--- src/shared/msi_cfg.svh ---
// constants for the multi-status indicator control block
`ifndef MSI_CFG_SVH
`define MSI_CFG_SVH
// register offsets (word addresses on the plain register port)
`define MSI_ADDR_TOP_COND 4'h0
`define MSI_ADDR_TOP_PAT 4'h1
`define MSI_ADDR_SEC_COND 4'h2
`define MSI_ADDR_SEC_PAT 4'h3
`define MSI_ADDR_THR_COND 4'h4
`define MSI_ADDR_THR_PAT 4'h5
`define MSI_ADDR_DEV_BAND 4'h6
`define MSI_ADDR_MON_SEL 4'h7
`define MSI_ADDR_CUR_SEL 4'h8
`define MSI_ADDR_ACCESS 4'h9
`define MSI_ADDR_STATUS 4'hA
// reset values
`define MSI_RST_TOP_COND 6'h27
`define MSI_RST_TOP_PAT 4'h1
`define MSI_RST_SEC_COND 6'h2C
`define MSI_RST_SEC_PAT 4'h6
`define MSI_RST_THR_COND 6'h01
`define MSI_RST_THR_PAT 4'h9
`define MSI_RST_DEV_BAND 14'h0005
`define MSI_DEV_BAND_MAX 14'h270F
`define MSI_RST_MON_SEL 3'h0
`define MSI_RST_CUR_SEL 2'h0
`define MSI_RST_ACCESS 2'h1
// condition codes
`define MSI_C_EVT_LO 6'h02
`define MSI_C_EVT_HI 6'h09
`define MSI_C_OUT1 6'h0E
`define MSI_C_OUT2 6'h0F
`define MSI_C_DIN_LO 6'h12
`define MSI_C_DIN_HI 6'h15
`define MSI_C_CON_LO 6'h1A
`define MSI_C_CON_HI 6'h1E
`define MSI_C_CDI_LO 6'h22
`define MSI_C_CDI_HI 6'h25
`define MSI_C_MANUAL 6'h26
`define MSI_C_READY 6'h27
`define MSI_C_RSP 6'h28
`define MSI_C_AT 6'h29
`define MSI_C_RAMP 6'h2A
`define MSI_C_ALARM 6'h2C
`define MSI_C_PVALM 6'h2D
`define MSI_C_MODEKEY 6'h2F
`define MSI_C_EVTTERM 6'h30
// timing: step period in microseconds, cycles at 20 MHz
`define MSI_CLK_MHZ 20
`define MSI_STEP_US 50000
`define MSI_STEP_CYC (`MSI_STEP_US * `MSI_CLK_MHZ)
`define MSI_SEG 8
`endif

--- src/shared/msi_pkg.sv ---
// types for the multi-status indicator control block
package msi_pkg;
  typedef enum logic [3:0] {
    MSI_PAT_ON, MSI_PAT_SLOW, MSI_PAT_DOUBLE, MSI_PAT_FAST,
    MSI_PAT_SWEEP_LR, MSI_PAT_SWEEP_RL, MSI_PAT_SWEEP_BF, MSI_PAT_DEV_OK,
    MSI_PAT_DEV_BAR, MSI_PAT_OUT_BAR, MSI_PAT_HEAT_BAR, MSI_PAT_COOL_BAR,
    MSI_PAT_VALVE_BAR, MSI_PAT_DIN_MON, MSI_PAT_CON_MON, MSI_PAT_EVT_MON
  } msi_pat_e;
  typedef enum logic [2:0] {
    MSI_MON_OFF, MSI_MON_LINK, MSI_MON_TX, MSI_MON_RX, MSI_MON_DIN_OR,
    MSI_MON_READY
  } msi_mon_e;
  typedef logic [7:0] msi_seg_t;
  typedef struct packed {
    logic [5:0] top_cond;
    logic [3:0] top_pat;
    logic [5:0] sec_cond;
    logic [3:0] sec_pat;
    logic [5:0] thr_cond;
    logic [3:0] thr_pat;
    logic [13:0] dev_band;
    logic [2:0] mon_sel;
    logic [1:0] cur_sel;
    logic [1:0] access;
    logic [23:0] step_cnt;
    logic [3:0] phase;
    logic [2:0] pos;
    logic bounce_dir;
    logic tx_seen;
    logic rx_seen;
    logic [15:0] rdata;
    msi_seg_t leds;
    logic mon_led;
  } msi_state_s;
endpackage

--- src/rtl/msi_ctrl.sv ---
// multi-status indicator and monitor led control
//
// Implementation choices: the strobed register port and the register addresses.
`timescale 1ns/1ps
`include "msi_cfg.svh"
module msi_ctrl #(
  parameter logic [23:0] STEP_CYC = 24'(`MSI_STEP_CYC)
)(
  input wire logic ref_clk,
  input wire logic arst_n,
  input wire logic [3:0] reg_addr,
  input wire logic [15:0] reg_wdata,
  input wire logic reg_wr,
  input wire logic reg_rd,
  output logic [15:0] reg_rdata,
  input wire logic [7:0] internal_event,
  input wire logic [1:0] manipulated_output,
  input wire logic [3:0] digital_input,
  input wire logic [4:0] internal_contact,
  input wire logic [3:0] comm_digital_input,
  input wire logic manual_mode,
  input wire logic ready_mode,
  input wire logic remote_setpoint,
  input wire logic auto_tuning,
  input wire logic ramping,
  input wire logic any_alarm,
  input wire logic process_value_alarm,
  input wire logic mode_key_held,
  input wire logic event_terminal,
  input wire logic signed [15:0] process_value,
  input wire logic signed [15:0] setpoint,
  input wire logic [6:0] out_percent,
  input wire logic [6:0] heat_percent,
  input wire logic [6:0] cool_percent,
  input wire logic [6:0] valve_percent,
  input wire logic link_tx_byte,
  input wire logic link_rx_byte,
  input wire logic two_current_inputs,
  output logic [7:0] multi_status_indicator,
  output logic monitor_led,
  output logic [1:0] current_display_select,
  output logic [1:0] access_level_setting
);
  import msi_pkg::*;

  msi_state_s st_reg;
  msi_state_s st_next;

  // ******************************************************
  // condition decode
  // ******************************************************
  function automatic logic cond_met(input logic [5:0] c);
    logic r;
    r = 1'b0;
    if (c == 6'h01)
      r = 1'b1;
    else if (c >= `MSI_C_EVT_LO && c <= `MSI_C_EVT_HI)
      r = internal_event[3'(c - `MSI_C_EVT_LO)];
    else if (c == `MSI_C_OUT1)
      r = manipulated_output[0];
    else if (c == `MSI_C_OUT2)
      r = manipulated_output[1];
    else if (c >= `MSI_C_DIN_LO && c <= `MSI_C_DIN_HI)
      r = digital_input[2'(c - `MSI_C_DIN_LO)];
    else if (c >= `MSI_C_CON_LO && c <= `MSI_C_CON_HI)
      r = internal_contact[3'(c - `MSI_C_CON_LO)];
    else if (c >= `MSI_C_CDI_LO && c <= `MSI_C_CDI_HI)
      r = comm_digital_input[2'(c - `MSI_C_CDI_LO)];
    else
    begin
      // named states; code 0 and undefined codes stay unmet
      unique case (c)
        `MSI_C_MANUAL: r = manual_mode;
        `MSI_C_READY: r = ready_mode;
        `MSI_C_RSP: r = remote_setpoint;
        `MSI_C_AT: r = auto_tuning;
        `MSI_C_RAMP: r = ramping;
        `MSI_C_ALARM: r = any_alarm;
        `MSI_C_PVALM: r = process_value_alarm;
        `MSI_C_MODEKEY: r = mode_key_held;
        `MSI_C_EVTTERM: r = event_terminal;
        default: r = 1'b0;
      endcase
    end
    return r;
  endfunction

  // bar of n lit segments from a 0..100 percent value
  function automatic msi_seg_t bar_from_pct(input logic [6:0] p);
    msi_seg_t s;
    logic [10:0] lit;
    s = '0;
    lit = (11'(p) * 11'(`MSI_SEG) + 11'd99) / 11'd100;
    for (int i = 0; i < `MSI_SEG; i++)
      s[i] = (11'(i) < lit);
    return s;
  endfunction

  // ******************************************************
  // pattern generation
  // ******************************************************
  logic signed [16:0] dev;
  logic [16:0] dev_abs;
  logic [3:0] dev_pos;
  msi_seg_t pat_leds [0:15];
  logic top_met;
  logic sec_met;
  logic thr_met;
  logic [3:0] sel_pat;
  logic sel_on;
  logic step;

  assign dev = 17'(process_value) - 17'(setpoint);
  assign dev_abs = dev[16] ? 17'(-dev) : dev;
  assign step = (st_reg.step_cnt == STEP_CYC - 24'h000001);

  always_comb
  begin
    logic signed [19:0] scaled;
    logic signed [19:0] idx;
    scaled = '0;
    idx = '0;
    dev_pos = 4'h0;
    // deviation over band maps -band..+band onto segments 0..7
    if (st_reg.dev_band != 14'h0000)
    begin
      scaled = 20'(dev) * 20'sd4;
      idx = scaled / $signed({6'h00, st_reg.dev_band}) + 20'sd4;
      if (idx < 0)
        dev_pos = 4'h0;
      else if (idx > 20'sd7)
        dev_pos = 4'h7;
      else
        dev_pos = idx[3:0];
    end
  end

  generate
    genvar g;
    for (g = 0; g < 16; g++)
    begin : g_pat
      always_comb
      begin
        unique case (msi_pat_e'(g))
          MSI_PAT_ON: pat_leds[g] = 8'hFF;
          MSI_PAT_SLOW: pat_leds[g] = {8{st_reg.phase[3]}};
          MSI_PAT_DOUBLE: pat_leds[g] =
            {8{st_reg.phase[3:2] == 2'h0 && st_reg.phase[0]}};
          MSI_PAT_FAST: pat_leds[g] = {8{st_reg.phase[0]}};
          MSI_PAT_SWEEP_LR: pat_leds[g] = 8'h80 >> st_reg.pos;
          MSI_PAT_SWEEP_RL: pat_leds[g] = 8'h01 << st_reg.pos;
          MSI_PAT_SWEEP_BF: pat_leds[g] = 8'h01 << st_reg.pos;
          MSI_PAT_DEV_OK: pat_leds[g] =
            {8{dev_abs <= 17'(st_reg.dev_band)}};
          MSI_PAT_DEV_BAR: pat_leds[g] = (st_reg.dev_band == 14'h0000)
            ? 8'h00 : 8'h01 << dev_pos[2:0];
          MSI_PAT_OUT_BAR: pat_leds[g] = bar_from_pct(out_percent);
          MSI_PAT_HEAT_BAR: pat_leds[g] = bar_from_pct(heat_percent);
          MSI_PAT_COOL_BAR: pat_leds[g] = bar_from_pct(cool_percent);
          MSI_PAT_VALVE_BAR: pat_leds[g] = bar_from_pct(valve_percent);
          MSI_PAT_DIN_MON: pat_leds[g] = {4'h0, digital_input};
          MSI_PAT_CON_MON: pat_leds[g] = {3'h0, internal_contact};
          MSI_PAT_EVT_MON: pat_leds[g] = internal_event;
        endcase
      end
    end
  endgenerate

  // ******************************************************
  // priority selection
  // ******************************************************
  always_comb
  begin
    top_met = cond_met(st_reg.top_cond);
    sec_met = cond_met(st_reg.sec_cond);
    thr_met = cond_met(st_reg.thr_cond);
    sel_on = 1'b1;
    if (top_met)
      sel_pat = st_reg.top_pat;
    else if (sec_met)
      sel_pat = st_reg.sec_pat;
    else if (thr_met)
      sel_pat = st_reg.thr_pat;
    else
    begin
      sel_pat = 4'h0;
      sel_on = 1'b0;
    end
  end

  // ******************************************************
  // next state
  // ******************************************************
  always_comb
  begin
    st_next = st_reg;
    st_next.rdata = 16'h0000;
    // step timer drives all blink and sweep rates
    st_next.step_cnt = step ? 24'h000000 : st_reg.step_cnt + 24'h000001;
    if (link_tx_byte)
      st_next.tx_seen = 1'b1;
    if (link_rx_byte)
      st_next.rx_seen = 1'b1;
    if (step)
    begin
      st_next.phase = st_reg.phase + 4'h1;
      if (st_reg.bounce_dir)
      begin
        st_next.pos = st_reg.pos - 3'h1;
        if (st_reg.pos == 3'h1)
          st_next.bounce_dir = 1'b0;
      end
      else
      begin
        st_next.pos = st_reg.pos + 3'h1;
        if (st_reg.pos == 3'h6 && sel_pat == 4'(MSI_PAT_SWEEP_BF))
          st_next.bounce_dir = 1'b1;
      end
      // activity seen in a step is shown in the next; a flag set in the
      // same cycle survives the clear
      st_next.tx_seen = link_tx_byte;
      st_next.rx_seen = link_rx_byte;
      unique case (st_reg.mon_sel)
        3'(MSI_MON_LINK): st_next.mon_led =
          (st_reg.tx_seen | st_reg.rx_seen) & ~st_reg.mon_led;
        3'(MSI_MON_TX): st_next.mon_led =
          st_reg.tx_seen & ~st_reg.mon_led;
        3'(MSI_MON_RX): st_next.mon_led =
          st_reg.rx_seen & ~st_reg.mon_led;
        3'(MSI_MON_READY): st_next.mon_led =
          ready_mode & ~st_reg.mon_led;
        default: st_next.mon_led = 1'b0;
      endcase
    end
    if (st_reg.mon_sel == 3'(MSI_MON_DIN_OR))
      st_next.mon_led = |digital_input;
    else if (st_reg.mon_sel == 3'(MSI_MON_OFF) ||
             st_reg.mon_sel > 3'(MSI_MON_READY))
      st_next.mon_led = 1'b0;
    st_next.leds = sel_on ? pat_leds[sel_pat] : 8'h00;

    if (reg_wr)
    begin
      unique case (reg_addr)
        `MSI_ADDR_TOP_COND: st_next.top_cond = reg_wdata[5:0];
        `MSI_ADDR_TOP_PAT: st_next.top_pat = reg_wdata[3:0];
        `MSI_ADDR_SEC_COND: st_next.sec_cond = reg_wdata[5:0];
        `MSI_ADDR_SEC_PAT: st_next.sec_pat = reg_wdata[3:0];
        `MSI_ADDR_THR_COND: st_next.thr_cond = reg_wdata[5:0];
        `MSI_ADDR_THR_PAT: st_next.thr_pat = reg_wdata[3:0];
        `MSI_ADDR_DEV_BAND:
          if (reg_wdata[13:0] <= `MSI_DEV_BAND_MAX && reg_wdata[15:14] == 0)
            st_next.dev_band = reg_wdata[13:0];
        `MSI_ADDR_MON_SEL:
          if (reg_wdata[2:0] <= 3'(MSI_MON_READY))
            st_next.mon_sel = reg_wdata[2:0];
        `MSI_ADDR_CUR_SEL:
          // only settable when both current inputs are fitted
          if (two_current_inputs && reg_wdata[1:0] != 2'h3)
            st_next.cur_sel = reg_wdata[1:0];
        `MSI_ADDR_ACCESS:
          if (reg_wdata[1:0] != 2'h3)
            st_next.access = reg_wdata[1:0];
        default: ;
      endcase
    end
    if (reg_rd)
    begin
      unique case (reg_addr)
        `MSI_ADDR_TOP_COND: st_next.rdata = {10'h000, st_reg.top_cond};
        `MSI_ADDR_TOP_PAT: st_next.rdata = {12'h000, st_reg.top_pat};
        `MSI_ADDR_SEC_COND: st_next.rdata = {10'h000, st_reg.sec_cond};
        `MSI_ADDR_SEC_PAT: st_next.rdata = {12'h000, st_reg.sec_pat};
        `MSI_ADDR_THR_COND: st_next.rdata = {10'h000, st_reg.thr_cond};
        `MSI_ADDR_THR_PAT: st_next.rdata = {12'h000, st_reg.thr_pat};
        `MSI_ADDR_DEV_BAND: st_next.rdata = {2'h0, st_reg.dev_band};
        `MSI_ADDR_MON_SEL: st_next.rdata = {13'h0000, st_reg.mon_sel};
        `MSI_ADDR_CUR_SEL: st_next.rdata = {14'h0000, st_reg.cur_sel};
        `MSI_ADDR_ACCESS: st_next.rdata = {14'h0000, st_reg.access};
        `MSI_ADDR_STATUS: st_next.rdata = {3'h0, st_reg.mon_led,
          thr_met, sec_met, top_met, sel_on, st_reg.leds};
        default: st_next.rdata = 16'h0000;
      endcase
    end
  end

  // ******************************************************
  // state register
  // ******************************************************
  always_ff @(posedge ref_clk or negedge arst_n)
  begin
    if (!arst_n)
    begin
      st_reg <= '0;
      st_reg.top_cond <= `MSI_RST_TOP_COND;
      st_reg.top_pat <= `MSI_RST_TOP_PAT;
      st_reg.sec_cond <= `MSI_RST_SEC_COND;
      st_reg.sec_pat <= `MSI_RST_SEC_PAT;
      st_reg.thr_cond <= `MSI_RST_THR_COND;
      st_reg.thr_pat <= `MSI_RST_THR_PAT;
      st_reg.dev_band <= `MSI_RST_DEV_BAND;
      st_reg.mon_sel <= `MSI_RST_MON_SEL;
      st_reg.cur_sel <= `MSI_RST_CUR_SEL;
      st_reg.access <= `MSI_RST_ACCESS;
    end
    else
      st_reg <= st_next;
  end

  assign reg_rdata = st_reg.rdata;
  assign multi_status_indicator = st_reg.leds;
  assign monitor_led = st_reg.mon_led;
  // without two inputs nothing is offered
  assign current_display_select =
    two_current_inputs ? st_reg.cur_sel : 2'h0;
  assign access_level_setting = st_reg.access;
endmodule

--- config.mk ---
export PLATFORM = sky130hd
export DESIGN_NAME = msi_ctrl
export DESIGN_NICKNAME = d
export VERILOG_FILES = /design/src/shared/msi_pkg.sv /design/src/rtl/msi_ctrl.sv
export VERILOG_INCLUDE_DIRS = /design/src /design/src/shared
export SDC_FILE = /design/constraint.sdc
export NUM_CORES = 1
export LEC_CHECK = 0
export BUFFER_PORTS_ARGS = -buffer_cell sky130_fd_sc_hd__buf_4
export CORE_MARGIN = 10
export CORE_UTILIZATION = 40
export CTS_CLUSTER_SIZE = 12
export DETAILED_ROUTE_END_ITERATION = 10
export GPL_ROUTABILITY_DRIVEN = 0
export SLEW_MARGIN = 25
export SYNTH_ARGS = -nofsm -noshare
export SYNTH_HDL_FRONTEND = slang
export SYNTH_SLANG_ARGS = --single-unit
--- constraint.sdc ---
create_clock -name ref_clk -period 41.1 [get_ports ref_clk]
set_input_delay 10.275 -clock ref_clk [delete_from_list [all_inputs] [get_ports ref_clk]]
set_output_delay 10.275 -clock ref_clk [all_outputs]
set_load 0.05 [all_outputs]
==> impl_metrics.csv, run 1 <==
group,metric,value,unit
clocking,clkTransAtPathRegs,0.08,ns
run,cap_violations,0,
layout,largest_reg_flops,81,
timing,worst_pin_slew,1.084,ns
synth,synth_area,0.02243,mm2
min_path,min-delay-start,"st_reg[58]$_DFF_PN0_",
timing,hold_viol,0,
timing,layout_setup_ws,-7.248,ns
synth,ys.flop_type,"dfrtp_1",
die,rows,86,
critical_path,cpMostUsedCell,"o21a_1",
synth,synth_edf_count,0,
place,dp_cells,4533,
clocking,cts_tree,"built",
clocking,clockRootBuffer,"clkbuf_16",
critical_path,crit_buf_inv,14,
clocking,cts_buffers,9,
synth,synth_cells,3015,
global_routing,overflow,0,
die,initial_core_util,40.56,%
critical_path,crit_arrival,48.59,ns
timing,rsz0062_at_grt,"true",
timing,fmax,20.68,MHz
die,die-area,0.06595,mm2
synth,ys_types,118,
outcome,violations,"setup timing",
layout,fill_cells,4805,
detailed_routing,wl_per_cell,19.54,um
global_routing,grt_pass1_vias,27100,
synth,async_flop_share,100.0,%
layout,post-route-util,60.19,%
timing,setup_viol,8,
global_routing,grt_max_degree,67,
detailed_routing,finalWirelength,91760,um
timing,fin_tns_setup,-57.84,ns
critical_path,r2r_cells,193,
detailed_routing,via_per_inst,5.874,
critical_path,critical_path_class,"input pin to flip-flop",
timing,period_share,117.6,%
synth,netlist_top_cells_area,"ha_1, dfrtp_1, nor2_1",
synth,seq_area_frac_synth,12.14,%
layout,final_common_cell,"buf_4",
min_path,min_to,"st_reg[58]$_DFF_PN0_",
place,place_ws,-8.590,ns
die,fp.dieW,256.8,um
critical_path,worstReg2RegEnd,"multi_status_indicator[7]$_DFF_PN0_",
detailed_routing,ant_nets,0,
critical_path,critPathCaptureType,"flip-flop",
min_path,hold_class,"flip-flop to flip-flop",
clocking,holdBufCountCts,0,
timing,skew,0.01131,ns
place,hpwl,70120,um
critical_path,rr_startpoint,"st_reg[79]$_DFFE_PN0P_",
layout,area_growth,48.42,%
place,portBuffers,145,
clocking,htreeDepth,3,
critical_path,cpLargestDelayFamily,"compound AO/OA/AOI/OAI gates",
layout,diodes,0,
layout,multi_input_comb_area,0.02088,mm2
synth,avgSynthCellArea,7.440,um2
timing,slew_headroom,27.63,%
layout,drive_above_1_share,39.83,%
detailed_routing,vias,27590,
clocking,clock_latency,0.36,ns
detailed_routing,drc,0,
critical_path,crit_path_start,"process_value[9]",
synth,yosysTopAreaCellShare,14.28,%
detailed_routing,dr.pass1.iters,6,
layout,ff_latch_area,0.002723,mm2
critical_path,path_max_fanout,8,
die,dieHeight,256.8,um
timing,fin_crit,48.35,ns
global_routing,grt_pass1_wl,140100,um
synth,ys_seq_elements,108,
detailed_routing,drtIter0Drc,1892,
outcome,status,"finished with violations",
clocking,cts_buffer_depth,2,
global_routing,grt_usage,25.29,%
synth,yosysTopAreaCell,"ha_1",
die,io_pins,148,
critical_path,start_kind,"input pin",
critical_path,cpPeakStageDelay,0.62,ns
timing,final_max_slew_viol_count,0,
clocking,cts_sinks,108,
layout,mostFrequentLayoutCells,"buf_4, nor2_1, nand2_1",
global_routing,antenna_found_initial,0,
critical_path,r2r_slack,3.27,ns
min_path,min_path_cells,1,
critical_path,slowest_stage,"or4b_2",
layout,final_cells,4697,
critical_path,critPathRequiredTime,41.34,ns
synth,yosys_warnings,0,
layout,nets,4321,
die,core,0.05531,mm2
[Yosys cell counts (72+ instances only)]
| cell type | count |
|---|---|
| nor2_1 | 316 |
| mux2_2 | 88 |
| o21ai_0 | 164 |
| xnor2_1 | 129 |
| o21a_1 | 77 |
| nor3_1 | 108 |
| ha_1 | 256 |
| nand2_1 | 276 |
| xor2_1 | 72 |
| inv_1 | 134 |
| clkbuf_1 | 79 |
| a21oi_1 | 210 |
| dfrtp_1 | 92 |
| nand3_1 | 93 |
[layout make-up]
type	count	area share (%)
multi-input cells	2650	62.72
repair buffers	1041	23.80
flip-flops and latches	108	8.178
well taps	748	2.811
inverters	134	1.556
clock buffers	10	0.6878
clock inverters	6	0.2480
[layer usage]
layer  vias up  part of all wire (%)  global-route usage [%]
met1     13270                    42                   30.81
met4         0                   4.6                   11.16
met5         -                     0                       0
met3       250                   5.3                   2.475
li1      13110                     -                       -
met2       955                    49                   44.38
[per-stage QoR]
stage / cell area, um2 / hold slack (ns)
floorplan: 23530 / 0.4473
global placement: 30370 / 0.4724
detailed placement: 30370 / 0.4714
CTS: 31840 / 0.4850
global route: 33290 / 0.4916
finish: 33290 / 0.4857
[worst reg2reg max path, delay by kind of cell (launching register included)]
family	cells	cell delay (ns)
fa+ha+maj	20	5.31
buf+inv	12	1.54
xor+xnor	1	0.19
mux	6	1.77
compound gates	102	19.03
flops	1	0.62
simple gates	52	9.18
[worst max-delay path by stage]
stage | end | slack, ns | depth (start not counted)
after detailed placement | multi_status_indicator[7]$_DFF_PN0_ | -8.59 | 199
after CTS | multi_status_indicator[6]$_DFF_PN0_ | -6.49 | 209
after global routing | multi_status_indicator[5]$_DFF_PN0_ | -8.96 | 207
after global placement | multi_status_indicator[2]$_DFF_PN0_ | -7.22 | 193
after floorplan | multi_status_indicator[2]$_DFF_PN0_ | -7.70 | 224
final | multi_status_indicator[7]$_DFF_PN0_ | -7.25 | 203
[cells by family after synthesis]
group	after synthesis	synth area share, %
AOI/OAI and AO/OA	918	27.87
xor gates and xnor gates	203	7.993
adders and majority gates	258	14.46
buffers and inverters	262	5.043
DFF	108	12.14
muxes	144	7.625
other	1	0.01672
and+or+nand+nor	1121	24.85
[repair_timing]
item                                    4_1_cts  5_1_grt
pin swaps                                   101      186
endpoints found under the setup margin        8        8
gates resized for setup                     112      189
cloned                                        3        0
buffers inserted                             77       68
Power of run 1 is left out: the tool's default activity adds up to more than one toggle a clock period on the data nets, which glitch-free logic cannot reach.
==> run 2: changes to the inputs <==
Settings changed: CORE_UTILIZATION 40 to 45.
==> run 2 against run 1 <==
The run still ends with setup timing left. Count of clock-buffer cells in the layout shrank 1. Die area shrank 10%. Non-clock buffer count grew 83. Final cell count is the same. Maximum frequency grew 0.44%. Clock skew shrank 0.0018 ns. Critical path depth grew 21. Hold slack gained 0.0079 ns. Critical path type unchanged. Largest cell class unchanged.
==> impl_metrics.csv, run 2 (synthesized netlist as in run 1, its figures left out) <==
group,metric,value,unit
clocking,cts_tree,"built",
timing,period_share,117.1,%
timing,layout_setup_ws,-7.037,ns
critical_path,path_max_fanout,7,
die,die-area,0.05918,mm2
place,portBuffers,145,
place,hpwl,70230,um
layout,drive_above_1_share,41.96,%
global_routing,grt_max_degree,56,
detailed_routing,top_layer,"met4",
detailed_routing,drtIter0Drc,2215,
critical_path,slowest_stage,"or3_4",
timing,skew,0.009497,ns
detailed_routing,vias,28210,
layout,nets,4404,
layout,area_growth,52.19,%
detailed_routing,dr_wl_met2,45310,um
clocking,clkTransAtPathRegs,0.08,ns
die,fp.dieW,243.3,um
clocking,cts_buffer_depth,2,
layout,largest_reg_flops,81,
detailed_routing,drc,0,
clocking,cts_sinks,108,
critical_path,crit_arrival,48.39,ns
layout,design_area,0.03414,mm2
outcome,status,"finished with violations",
detailed_routing,finalWirelength,93880,um
layout,mostFrequentLayoutCells,"buf_4, nor2_1, nand2_1",
die,initial_core_util,45.63,%
global_routing,antenna_found_initial,1,
global_routing,grt_pass1_wl,144500,um
critical_path,critPathRequiredTime,41.35,ns
detailed_routing,m1WireLength,37380,um
clocking,clock_latency,0.36,ns
critical_path,cpPeakStageDelay,0.40,ns
min_path,hold_class,"flip-flop to flip-flop",
detailed_routing,wl_per_cell,19.99,um
global_routing,overflow,0,
clocking,holdBufCountCts,0,
layout,final_cells,4697,
die,io_pins,148,
run,cap_violations,0,
critical_path,critPathCaptureType,"flip-flop",
timing,hold_viol,0,
die,rows,81,
detailed_routing,via_per_inst,6.005,
clocking,cts_buffers,9,
die,dieHeight,243.3,um
outcome,violations,"setup timing",
detailed_routing,dr.pass1.iters,6,
clocking,htreeDepth,3,
die,core,0.04915,mm2
timing,fin_crit,48.14,ns
global_routing,grt_pass1_vias,27770,
layout,final_common_cell,"buf_4",
timing,fmax,20.77,MHz
critical_path,cpMostUsedCell,"buf_4",
global_routing,grt_usage,29.19,%
clocking,clockRootBuffer,"clkbuf_16",
layout,post-route-util,69.45,%
place,place_ws,-8.092,ns
timing,slew_headroom,21.75,%
timing,worst_pin_slew,1.172,ns
timing,final_max_slew_viol_count,0,
critical_path,start_kind,"input pin",
detailed_routing,ant_nets,0,
place,dp_cells,4474,
critical_path,critical_path_class,"input pin to flip-flop",
detailed_routing,routed-wl-met3,5826,um
place,postPlaceCellArea,0.03048,mm2
timing,setup_viol,8,
timing,rsz0062_at_grt,"true",
[run 2: what timing repair did]
action                                  4_1_cts  5_1_grt
pin swaps                                   233      189
buffers inserted                            146       57
endpoints found under the setup margin        8        8
gates cloned                                  5        0
gates resized for setup                     230      122
[run 2: worst max-delay path: cells and delay by family]
family / cells / cell delay, ns
AO/OA/AOI/OAI: 106 / 18.65
AND/OR/NAND/NOR: 55 / 7.93
adder cells (fa/ha/maj): 23 / 5.72
buffers and inverters: 33 / 3.98
multiplexers: 6 / 1.66
XOR/XNOR: 1 / 0.13
[run 2: metrics by stage]
| step | hold WS (ns) | setup TNS, ns |
|---|---|---|
| 6_report | 0.4936 | -55.85 |
| 5_1_grt | 0.5163 | -69.38 |
| 4_1_cts | 0.4958 | -48.77 |
| 3_5_place_dp | 0.4856 | -64.22 |
| 3_3_place_gp | 0.4663 | -56.80 |
| 2_1_floorplan | 0.4473 | -61.11 |
[run 2: metal layers]
metal | vias up | GRT usage (%)
met4 | 0 | 14.54
met1 | 13370 | 34.59
met3 | 322 | 3.315
met5 | - | 0
li1 | 13310 | -
met2 | 1204 | 51.29
[run 2: area by class of cell]
class                   count  area (um2)
clock inverters             7       88.84
well taps                 664       830.8
inverters                 134       520.5
clock buffers               9       225.2
multi-input cells        2650       21140
diodes                      1       2.502
flip-flops and latches    108        2723
repair buffers           1124        8603
fillers                  3872       15020
[run 2: path summary, 6_finish.rpt]
path,start,to,slack (ns),cells past startpoint
worst min-delay path,pat_leds[112]$_DFFE_PN0N_,pat_leds[112]$_DFFE_PN0N_,0.49,1
max in group asynchronous,arst_n,st_reg[75]$_DFFE_PN0P_,29.96,2
worst max-delay path,process_value[0],multi_status_indicator[2]$_DFF_PN0_,-7.04,224
min in group asynchronous,arst_n,st_reg[38]$_DFF_PN0_,9.94,1
worst max register to register,st_reg[79]$_DFFE_PN0P_,multi_status_indicator[2]$_DFF_PN0_,3.55,211
worst min register to register,pat_leds[112]$_DFFE_PN0N_,pat_leds[112]$_DFFE_PN0N_,0.49,1
Power of run 2 is left out for the same reason.
